**config.mk**
```make
export PLATFORM = sky130hd
export DESIGN_NAME = therm_detect_irq
export DESIGN_NICKNAME = d
export VERILOG_FILES = /design/src/rtl/irq_flags_pkg.sv /design/src/rtl/change_flag_cell.sv /design/src/rtl/sync_two_ff.sv /design/src/rtl/therm_detect_irq.sv
export VERILOG_INCLUDE_DIRS = /design/src /design/src/rtl
export SDC_FILE = /design/constraint.sdc
export NUM_CORES = 1
export LEC_CHECK = 0
export BUFFER_PORTS_ARGS = -buffer_cell sky130_fd_sc_hd__buf_2
export CAP_MARGIN = 20
export CORE_MARGIN = 1
export CORE_UTILIZATION = 25
export DETAILED_ROUTE_END_ITERATION = 8
export SLEW_MARGIN = 0
export SYNTH_ARGS = -nofsm -noshare
export SYNTH_HDL_FRONTEND = slang
export SYNTH_SLANG_ARGS = --single-unit
```
**constraint.sdc**
```tcl
create_clock -name pclk -period 1.9 [get_ports pclk]
set_input_delay 0.38 -clock pclk [delete_from_list [all_inputs] [get_ports pclk]]
set_output_delay 0.38 -clock pclk [all_outputs]
set_load 0.01 [all_outputs]
```
**src/rtl/irq_flags_defs.svh**
```systemverilog
// constants for the thermal and charger-detect interrupt flag block
`ifndef IRQ_FLAGS_DEFS_SVH
`define IRQ_FLAGS_DEFS_SVH

// ----------------------------------------
// register indexes; byte address is four times the index
// ----------------------------------------
`define THERM_IDX 8'h0F
`define DETECT_IDX 8'h10
`define THERM_MASK_IDX 8'h20
`define DETECT_MASK_IDX 8'h21
`define LIVE_IDX 8'h22
`define IDX_ADDR(i) ({(i), 2'h0})
`define ADDR_W 10

// ----------------------------------------
// thermal flag register layout, bits 7..3 read zero
// ----------------------------------------
`define THERM_CUR_BIT 2
`define THERM_VLT_BIT 1
`define THERM_ZONE_BIT 0
`define THERM_USED 8'h07

// ----------------------------------------
// detect flag register layout, bits 1..0 read zero
// ----------------------------------------
`define DET_SUPPLY_BIT 7
`define DET_RUN_FALL_BIT 6
`define DET_RUN_RISE_BIT 5
`define DET_PREV_BIT 4
`define DET_TMO_BIT 3
`define DET_KIND_BIT 2
`define DETECT_USED 8'hFC

// ----------------------------------------
// status source widths and reset values
// ----------------------------------------
`define ZONE_W 3
`define KIND_W 2
`define STAT_W 12
`define FLAGS_RST 8'h00
`define MASK_RST 8'hFF

// ----------------------------------------
// flag cell edge kinds
// ----------------------------------------
`define EDGE_ANY 2'h0
`define EDGE_RISE 2'h1
`define EDGE_FALL 2'h2

`endif

```
**src/rtl/irq_flags_pkg.sv**
```systemverilog
// types for the thermal and charger-detect interrupt flag block
package irq_flags_pkg;
	// apb slave phase, one-hot
	typedef enum logic [1:0] {
		PH_IDLE = 2'h1,
		PH_ACCESS = 2'h2
	} apb_phase_t;
endpackage

```
**src/rtl/change_flag_cell.sv**
```systemverilog
// sticky flag that latches a change or an edge of a status value
`timescale 1ns/10ps
`include "irq_flags_defs.svh"
module change_flag_cell #(
	parameter int WIDTH = 1,
	parameter logic [1:0] EDGE = `EDGE_ANY
) (
	// clock and reset
	input wire logic pclk,
	input wire logic presetn,
	// watched status, already synchronised
	input wire logic [WIDTH-1:0] status,
	input wire logic armed,
	// clear request and flag
	input wire logic clr,
	output logic flag
);
	logic [WIDTH-1:0] prev_r;
	logic hit;

	// event detect by the configured kind
	always_comb begin
		case (EDGE)
			`EDGE_RISE: hit = status[0] & ~prev_r[0];
			`EDGE_FALL: hit = ~status[0] & prev_r[0];
			default: hit = (status != prev_r);
		endcase
	end

	// previous value follows the status every cycle
	always_ff @(posedge pclk or negedge presetn) begin
		if (!presetn) begin
			prev_r <= '0;
		end else begin
			prev_r <= status;
		end
	end

	// set wins over clear so no event is lost
	always_ff @(posedge pclk or negedge presetn) begin
		if (!presetn) begin
			flag <= 1'b0;
		end else if (armed && hit) begin
			flag <= 1'b1;
		end else if (clr) begin
			flag <= 1'b0;
		end
	end
endmodule

```
**src/rtl/sync_two_ff.sv**
```systemverilog
// two flip-flop synchroniser for a bus of independent level inputs
`timescale 1ns/10ps
module sync_two_ff #(
	parameter int WIDTH = 1
) (
	// clock and reset
	input wire logic pclk,
	input wire logic presetn,
	// levels in and out
	input wire logic [WIDTH-1:0] async_in,
	output logic [WIDTH-1:0] sync_out
);
	logic [WIDTH-1:0] meta_r;

	// first stage is read only by the second
	always_ff @(posedge pclk or negedge presetn) begin
		if (!presetn) begin
			meta_r <= '0;
			sync_out <= '0;
		end else begin
			meta_r <= async_in;
			sync_out <= meta_r;
		end
	end
endmodule

```
**src/rtl/therm_detect_irq.sv**
```systemverilog
// thermal and charger-detect clear-on-read interrupt flags with apb access
// Contract
// - thermal flag register at index 0x0F, top five bits unused read zero.
// - current-reduction flag sets when its status changes since last read.
// - reading a flag clears it; zero means no change since last read.
// - voltage-reduction flag sets when its status changes since last read.
// - zone flag sets when any of the three zone bits changes.
// - charger-detect flag register at index 0x10.
// - supply-present flag sets when supply status changes.
// - detection-running has separate rise and fall edge flags, each read-cleared.
// - previous charger kind flag sets when that value changes.
// - contact timeout flag sets when timeout status changes.
// - charger kind flag sets when detected kind changes.
`timescale 1ns/10ps
`include "irq_flags_defs.svh"
module therm_detect_irq (
	// clock and reset
	input wire logic pclk,
	input wire logic presetn,
	// apb slave
	input wire logic psel,
	input wire logic penable,
	input wire logic pwrite,
	input wire logic [`ADDR_W-1:0] paddr,
	input wire logic [31:0] pwdata,
	output logic [31:0] prdata,
	output logic pready,
	output logic pslverr,
	// status sources from the charger
	input wire logic thermal_current_reduce_state,
	input wire logic thermal_voltage_reduce_state,
	input wire logic [`ZONE_W-1:0] thermal_zone_state,
	input wire logic supply_present_state,
	input wire logic detect_running_state,
	input wire logic [`KIND_W-1:0] prev_charger_kind,
	input wire logic contact_timeout_state,
	input wire logic [`KIND_W-1:0] charger_kind,
	// interrupt
	output logic irq
);
	// ----------------------------------------
	// synchronised status and arming
	// ----------------------------------------
	logic [`STAT_W-1:0] stat_raw;
	logic [`STAT_W-1:0] stat_s;
	logic armed_r;
	logic cur_s, vlt_s, sup_s, run_s, tmo_s;
	logic [`ZONE_W-1:0] zone_s;
	logic [`KIND_W-1:0] prev_s, kind_s;

	assign stat_raw = {thermal_current_reduce_state, thermal_voltage_reduce_state,
		thermal_zone_state, supply_present_state, detect_running_state,
		prev_charger_kind, contact_timeout_state, charger_kind};
	assign {cur_s, vlt_s, zone_s, sup_s, run_s, prev_s, tmo_s, kind_s} = stat_s;

	sync_two_ff #(.WIDTH(`STAT_W)) u_sync (
		.pclk(pclk),
		.presetn(presetn),
		.async_in(stat_raw),
		.sync_out(stat_s)
	);

	// flags arm once synchronised values have settled after reset
	logic [1:0] settle_r;
	always_ff @(posedge pclk or negedge presetn) begin
		if (!presetn) begin
			settle_r <= 2'h0;
			armed_r <= 1'b0;
		end else begin
			settle_r <= {settle_r[0], 1'b1};
			armed_r <= settle_r[1];
		end
	end

	// ----------------------------------------
	// apb decode
	// ----------------------------------------
	irq_flags_pkg::apb_phase_t phase_r;
	logic setup, access, rd_acc, wr_acc, hit_any;
	logic [7:0] therm_flags, detect_flags, therm_mask_r, detect_mask_r, rd_val;
	logic [7:0] therm_clr, detect_clr;

	function automatic logic is_reg(input logic [`ADDR_W-1:0] a, input logic [7:0] idx);
		is_reg = (a == `IDX_ADDR(idx));
	endfunction

	assign setup = psel & ~penable;
	assign access = psel & penable;
	assign rd_acc = access & ~pwrite;
	assign wr_acc = access & pwrite;
	assign pready = 1'b1;
	assign hit_any = is_reg(paddr, `THERM_IDX) | is_reg(paddr, `DETECT_IDX) |
		is_reg(paddr, `THERM_MASK_IDX) | is_reg(paddr, `DETECT_MASK_IDX) |
		is_reg(paddr, `LIVE_IDX);
	assign pslverr = access & ~hit_any;

	// read mux, evaluated in the setup cycle
	always_comb begin
		rd_val = 8'h00;
		if (is_reg(paddr, `THERM_IDX)) begin
			rd_val = therm_flags & `THERM_USED;
		end else if (is_reg(paddr, `DETECT_IDX)) begin
			rd_val = detect_flags & `DETECT_USED;
		end else if (is_reg(paddr, `THERM_MASK_IDX)) begin
			rd_val = therm_mask_r;
		end else if (is_reg(paddr, `DETECT_MASK_IDX)) begin
			rd_val = detect_mask_r;
		end else if (is_reg(paddr, `LIVE_IDX)) begin
			rd_val = {sup_s, run_s, tmo_s, cur_s, vlt_s, zone_s};
		end
	end

	// phase tracker
	always_ff @(posedge pclk or negedge presetn) begin
		if (!presetn) begin
			phase_r <= irq_flags_pkg::PH_IDLE;
		end else begin
			case (phase_r)
				irq_flags_pkg::PH_IDLE: if (setup) phase_r <= irq_flags_pkg::PH_ACCESS;
				irq_flags_pkg::PH_ACCESS: if (!setup) phase_r <= irq_flags_pkg::PH_IDLE;
				default: phase_r <= irq_flags_pkg::PH_IDLE;
			endcase
		end
	end

	// read data captured at setup, held through access
	always_ff @(posedge pclk or negedge presetn) begin
		if (!presetn) begin
			prdata <= 32'h0000_0000;
		end else if (setup && !pwrite) begin
			prdata <= {24'h00_0000, rd_val};
		end
	end

	// mask registers, set bit masks the flag
	always_ff @(posedge pclk or negedge presetn) begin
		if (!presetn) begin
			therm_mask_r <= `MASK_RST;
			detect_mask_r <= `MASK_RST;
		end else if (wr_acc) begin
			if (is_reg(paddr, `THERM_MASK_IDX)) therm_mask_r <= pwdata[7:0];
			if (is_reg(paddr, `DETECT_MASK_IDX)) detect_mask_r <= pwdata[7:0];
		end
	end

	// clear only bits returned by this read, or written as one
	always_comb begin
		therm_clr = 8'h00;
		detect_clr = 8'h00;
		if (rd_acc && is_reg(paddr, `THERM_IDX)) therm_clr = prdata[7:0];
		if (rd_acc && is_reg(paddr, `DETECT_IDX)) detect_clr = prdata[7:0];
		if (wr_acc && is_reg(paddr, `THERM_IDX)) therm_clr = pwdata[7:0];
		if (wr_acc && is_reg(paddr, `DETECT_IDX)) detect_clr = pwdata[7:0];
	end

	// ----------------------------------------
	// flag cells
	// ----------------------------------------
	assign therm_flags[7:3] = 5'h00;
	assign detect_flags[1:0] = 2'h0;

	// thermal current reduction
	change_flag_cell #(.WIDTH(1), .EDGE(`EDGE_ANY)) u_cur (
		.pclk(pclk), .presetn(presetn), .status(cur_s), .armed(armed_r),
		.clr(therm_clr[`THERM_CUR_BIT]), .flag(therm_flags[`THERM_CUR_BIT]));
	// thermal voltage reduction
	change_flag_cell #(.WIDTH(1), .EDGE(`EDGE_ANY)) u_vlt (
		.pclk(pclk), .presetn(presetn), .status(vlt_s), .armed(armed_r),
		.clr(therm_clr[`THERM_VLT_BIT]), .flag(therm_flags[`THERM_VLT_BIT]));
	// thermal zone, any of three bits
	change_flag_cell #(.WIDTH(`ZONE_W), .EDGE(`EDGE_ANY)) u_zone (
		.pclk(pclk), .presetn(presetn), .status(zone_s), .armed(armed_r),
		.clr(therm_clr[`THERM_ZONE_BIT]), .flag(therm_flags[`THERM_ZONE_BIT]));
	// supply present
	change_flag_cell #(.WIDTH(1), .EDGE(`EDGE_ANY)) u_sup (
		.pclk(pclk), .presetn(presetn), .status(sup_s), .armed(armed_r),
		.clr(detect_clr[`DET_SUPPLY_BIT]), .flag(detect_flags[`DET_SUPPLY_BIT]));
	// detection running, falling edge
	change_flag_cell #(.WIDTH(1), .EDGE(`EDGE_FALL)) u_fall (
		.pclk(pclk), .presetn(presetn), .status(run_s), .armed(armed_r),
		.clr(detect_clr[`DET_RUN_FALL_BIT]), .flag(detect_flags[`DET_RUN_FALL_BIT]));
	// detection running, rising edge
	change_flag_cell #(.WIDTH(1), .EDGE(`EDGE_RISE)) u_rise (
		.pclk(pclk), .presetn(presetn), .status(run_s), .armed(armed_r),
		.clr(detect_clr[`DET_RUN_RISE_BIT]), .flag(detect_flags[`DET_RUN_RISE_BIT]));
	// previous charger kind
	change_flag_cell #(.WIDTH(`KIND_W), .EDGE(`EDGE_ANY)) u_prev (
		.pclk(pclk), .presetn(presetn), .status(prev_s), .armed(armed_r),
		.clr(detect_clr[`DET_PREV_BIT]), .flag(detect_flags[`DET_PREV_BIT]));
	// contact detect timeout
	change_flag_cell #(.WIDTH(1), .EDGE(`EDGE_ANY)) u_tmo (
		.pclk(pclk), .presetn(presetn), .status(tmo_s), .armed(armed_r),
		.clr(detect_clr[`DET_TMO_BIT]), .flag(detect_flags[`DET_TMO_BIT]));
	// detected charger kind
	change_flag_cell #(.WIDTH(`KIND_W), .EDGE(`EDGE_ANY)) u_kind (
		.pclk(pclk), .presetn(presetn), .status(kind_s), .armed(armed_r),
		.clr(detect_clr[`DET_KIND_BIT]), .flag(detect_flags[`DET_KIND_BIT]));

	// level interrupt from unmasked flags
	assign irq = |(therm_flags & ~therm_mask_r) | |(detect_flags & ~detect_mask_r);
endmodule

```
==> results.sh <==
export IMPL_gr_total_overflow=0
export IMPL_grt_pass1_wl_um=11630
export IMPL_ys_top_cells_by_area="dfrtp_1 (44%), dfstp_2 (13%), mux2_2 (6.4%)"
export IMPL_synth_distinct_cells=50
export IMPL_status="finished, violations left"
export IMPL_violations="negative setup slack"
export IMPL_async_reset_ff_frac=1.000
export IMPL_cp_required_ns=1.52
export IMPL_root_buffer="clkbuf_16"
export IMPL_p_int_uw=2603
export IMPL_grt_pass1_vias=2253
export IMPL_htreeDepth=3
export IMPL_crit_path_max_fanout=3
export IMPL_drc=0
export IMPL_place_ws_ns=-0.1558
export IMPL_worst_slack_ns=-0.1066
export IMPL_clock_path_buffers=2
export IMPL_antennaDiodeCount=0
export IMPL_ys_warn_count=0
export IMPL_grt_max_degree=73
export IMPL_clk_pin_slew_ns=0.06
export IMPL_worstPathCellList="inv_2 -> a222oi_1 -> nand3b_1 -> buf_2"
export IMPL_start_util=0.2595
export IMPL_start_kind="register"
export IMPL_cts_buffers=9
export IMPL_die_h_um=114.4
export IMPL_yosys_cell_count_top_type="dfrtp_1"
export IMPL_io_buffers=44
export IMPL_dp_hpwl_um=5171
export IMPL_endpoint_kind="output port"
export IMPL_drive_gt1_frac=0.4070
export IMPL_drtIter0Drc=84
export IMPL_pwr_share_comb=0.068
export IMPL_cts_tree="built"
export IMPL_post_route_period_util=1.056
export IMPL_wl_per_cell_um=14.07
export IMPL_firstDrtPassIters=4
export IMPL_p_leak_uw=0.001773
export IMPL_synth_flop_cell="dfrtp_1"
export IMPL_setup_viol=2
export IMPL_final_antenna_net_count=0
export IMPL_synth_area_per_cell_sq_um=11.91
export IMPL_ys_seq_area_frac=0.5773
export IMPL_use_met1=0.1492
export IMPL_postSynthCellCount=265
export IMPL_period_needed_ns=2.007
export IMPL_use_met3=0.03547
export IMPL_maxSlewViolCount=0
export IMPL_yosysTopAreaCell="dfrtp_1"
export IMPL_gp_congestion=0.9195
export IMPL_r2r_slack_ns=0.57
export IMPL_die_area_sq_um=13080
export IMPL_dr_total_vias=2256
export IMPL_grt_use_total=0.1184
export IMPL_clk_latency_ns=0.34
export IMPL_fin_area_sq_um=4009
export IMPL_synth_top_area_frac=0.4441
export IMPL_synthTopCellsByCount="dfrtp_1 (56), buf_4 (26), nand2_1 (24)"
export IMPL_layout_nets=398
export IMPL_power_density_nw_per_um2=868.2
export IMPL_max_freq_ghz=0.4984
export IMPL_cts_sinks=72
export IMPL_clkPwrFrac=0.470
export IMPL_cts_hold_buf=0
export IMPL_rsz0062_at_grt="true"
export IMPL_drt_total_wl_um=7206
export IMPL_synth_edff_count=0
export IMPL_worstPathArrival_ns=1.63
export IMPL_num_rows=40
export IMPL_critPathKind="register to output port"
export IMPL_finClkSkew_ns=0.004965
export IMPL_peakVddDrop_v=0.0004279
export IMPL_ios=94
export IMPL_switching_share=0.2522
export IMPL_placed_area_sq_um=3665
export IMPL_p_seq_frac=0.462
export IMPL_drv_cap=0
export IMPL_via_per_inst=4.406
export IMPL_busiest_layer="met2"
export IMPL_critPathMaxStageDelay_ns=0.56
export IMPL_die_w_um=114.4
export IMPL_use_met2=0.1851
export IMPL_hold_viol=0
export IMPL_ys_ff_latch=72
export IMPL_netlist_area_sq_um=3156
export IMPL_syn2layout_area_growth_pct=27.04
export IMPL_net_switching_power_uw=877.7
export IMPL_coreArea_sq_um=12160
export IMPL_slowest_stage="dfstp_2"
export IMPL_antenna_found_initial=0
export IMPL_hold_path_class="input port to async pin"
-- flip-flops by register name, indices dropped and copies added (netlist names), 2 cells and up --
signal / flops
u_sync.meta_r: 12
prdata: 8
u_kind.prev_r: 2
u_zone.prev_r: 3
therm_mask_r: 8
u_sync.sync_out: 12
settle_r: 2
detect_mask_r: 8
u_prev.prev_r: 2
-- placed cells by master, fill, tap and decap left out, types with 3 or more instances in the layout --
cell type and instances:
a21oi_1 7, a22oi_1 4, buf_2 44, buf_4 26
clkbuf_16 9, conb_1 26, dfrtp_1 56, dfstp_2 16
inv_1 9, inv_6 3, inv_8 3, mux2_2 18
mux2i_1 6, nand2_1 24, nand3_1 5, nor2_1 6
nor2b_1 8, o21ai_0 14, o221ai_1 3, o31ai_1 4
o32a_2 4, xnor2_1 3, xor2_1 8
-- final timing paths --
path / startpoint / to / cells past startpoint
max: therm_mask_r[0] / irq / 4
min: presetn / u_sync.meta_r[6] / 2
max reg2reg: therm_mask_r[4] / prdata[4] / 3
min reg2reg: u_sync.meta_r[9] / u_sync.sync_out[9] / 0
max in group asynchronous: presetn / detect_mask_r[2] / 2
min in group pclk: thermal_voltage_reduce_state / u_sync.meta_r[10] / 1
-- area by class of cell --
class	instances	area [sq um]
Clock buffer	9	225.2
Multi-Input combinational cell	174	1206
Fill cell	1245	8153
Inverter	11	41.29
Clock inverter	7	68.82
Tap cell	168	210.2
Sequential cell	72	1822
Timing Repair Buffer	71	435.4
-- cell families (layout without fill, tap and decap cells) --
group	count (synthesis)	count (layout)	synth area share
simple gates	65	65	0.1182
xor+xnor	11	11	0.03053
compound gates	48	48	0.1059
other cells	2	26	0.002380
buf+inv	43	98	0.08247
flops	72	72	0.5773
mux	24	24	0.08327
-- power by group through the flow --
| stage | Sequential, uW | Clock, uW | Combinational [uW] |
|---|---|---|---|
| 2_1_floorplan | 1620 | 0 | 140 |
| 3_3_place_gp | 1630 | 0 | 226 |
| 3_5_place_dp | 1640 | 0 | 228 |
| 4_1_cts | 1610 | 1670 | 234 |
| 5_1_grt | 1610 | 1750 | 264 |
| 6_report | 1610 | 1640 | 235 |
-- routing by layer --
| layer | part of all wire | vias up |
|---|---|---|
| met3 | 0.073 | 22 |
| li1 | - | 1039 |
| met4 | 0.028 | 0 |
| met5 | 0 | - |
| met1 | 0.43 | 1087 |
| met2 | 0.47 | 108 |
-- through the flow --
step                  util  hold WS (ns)  TNS, ns  total power [uW]  instances
floorplan                -       0.08441        0              1764        289
global placement    0.3013        0.3316   -2.518              1860        495
detailed placement  0.3013        0.3347   -3.017              1864        495
CTS                 0.3275       0.06906  -0.1077              3516        512
global route        0.3296       0.08082  -0.1483              3627        512
finish              0.3296       0.05209  -0.1124              3480        512
-- repair_timing --
action                     CTS  global route
gates cloned                 0             0
gates resized for setup      4             6
buffers inserted             1             0
setup endpoints to repair    2             2
pin swaps                    2             5
-- critical path: cells and delay by family, from the launching register on --
kind,cells,cell delay (ns)
flip-flops,1,0.56
AO/OA/AOI/OAI,1,0.34
AND/OR/NAND/NOR,1,0.17
buffers and inverters,2,0.21
Power figures use the tool's default switching activity.
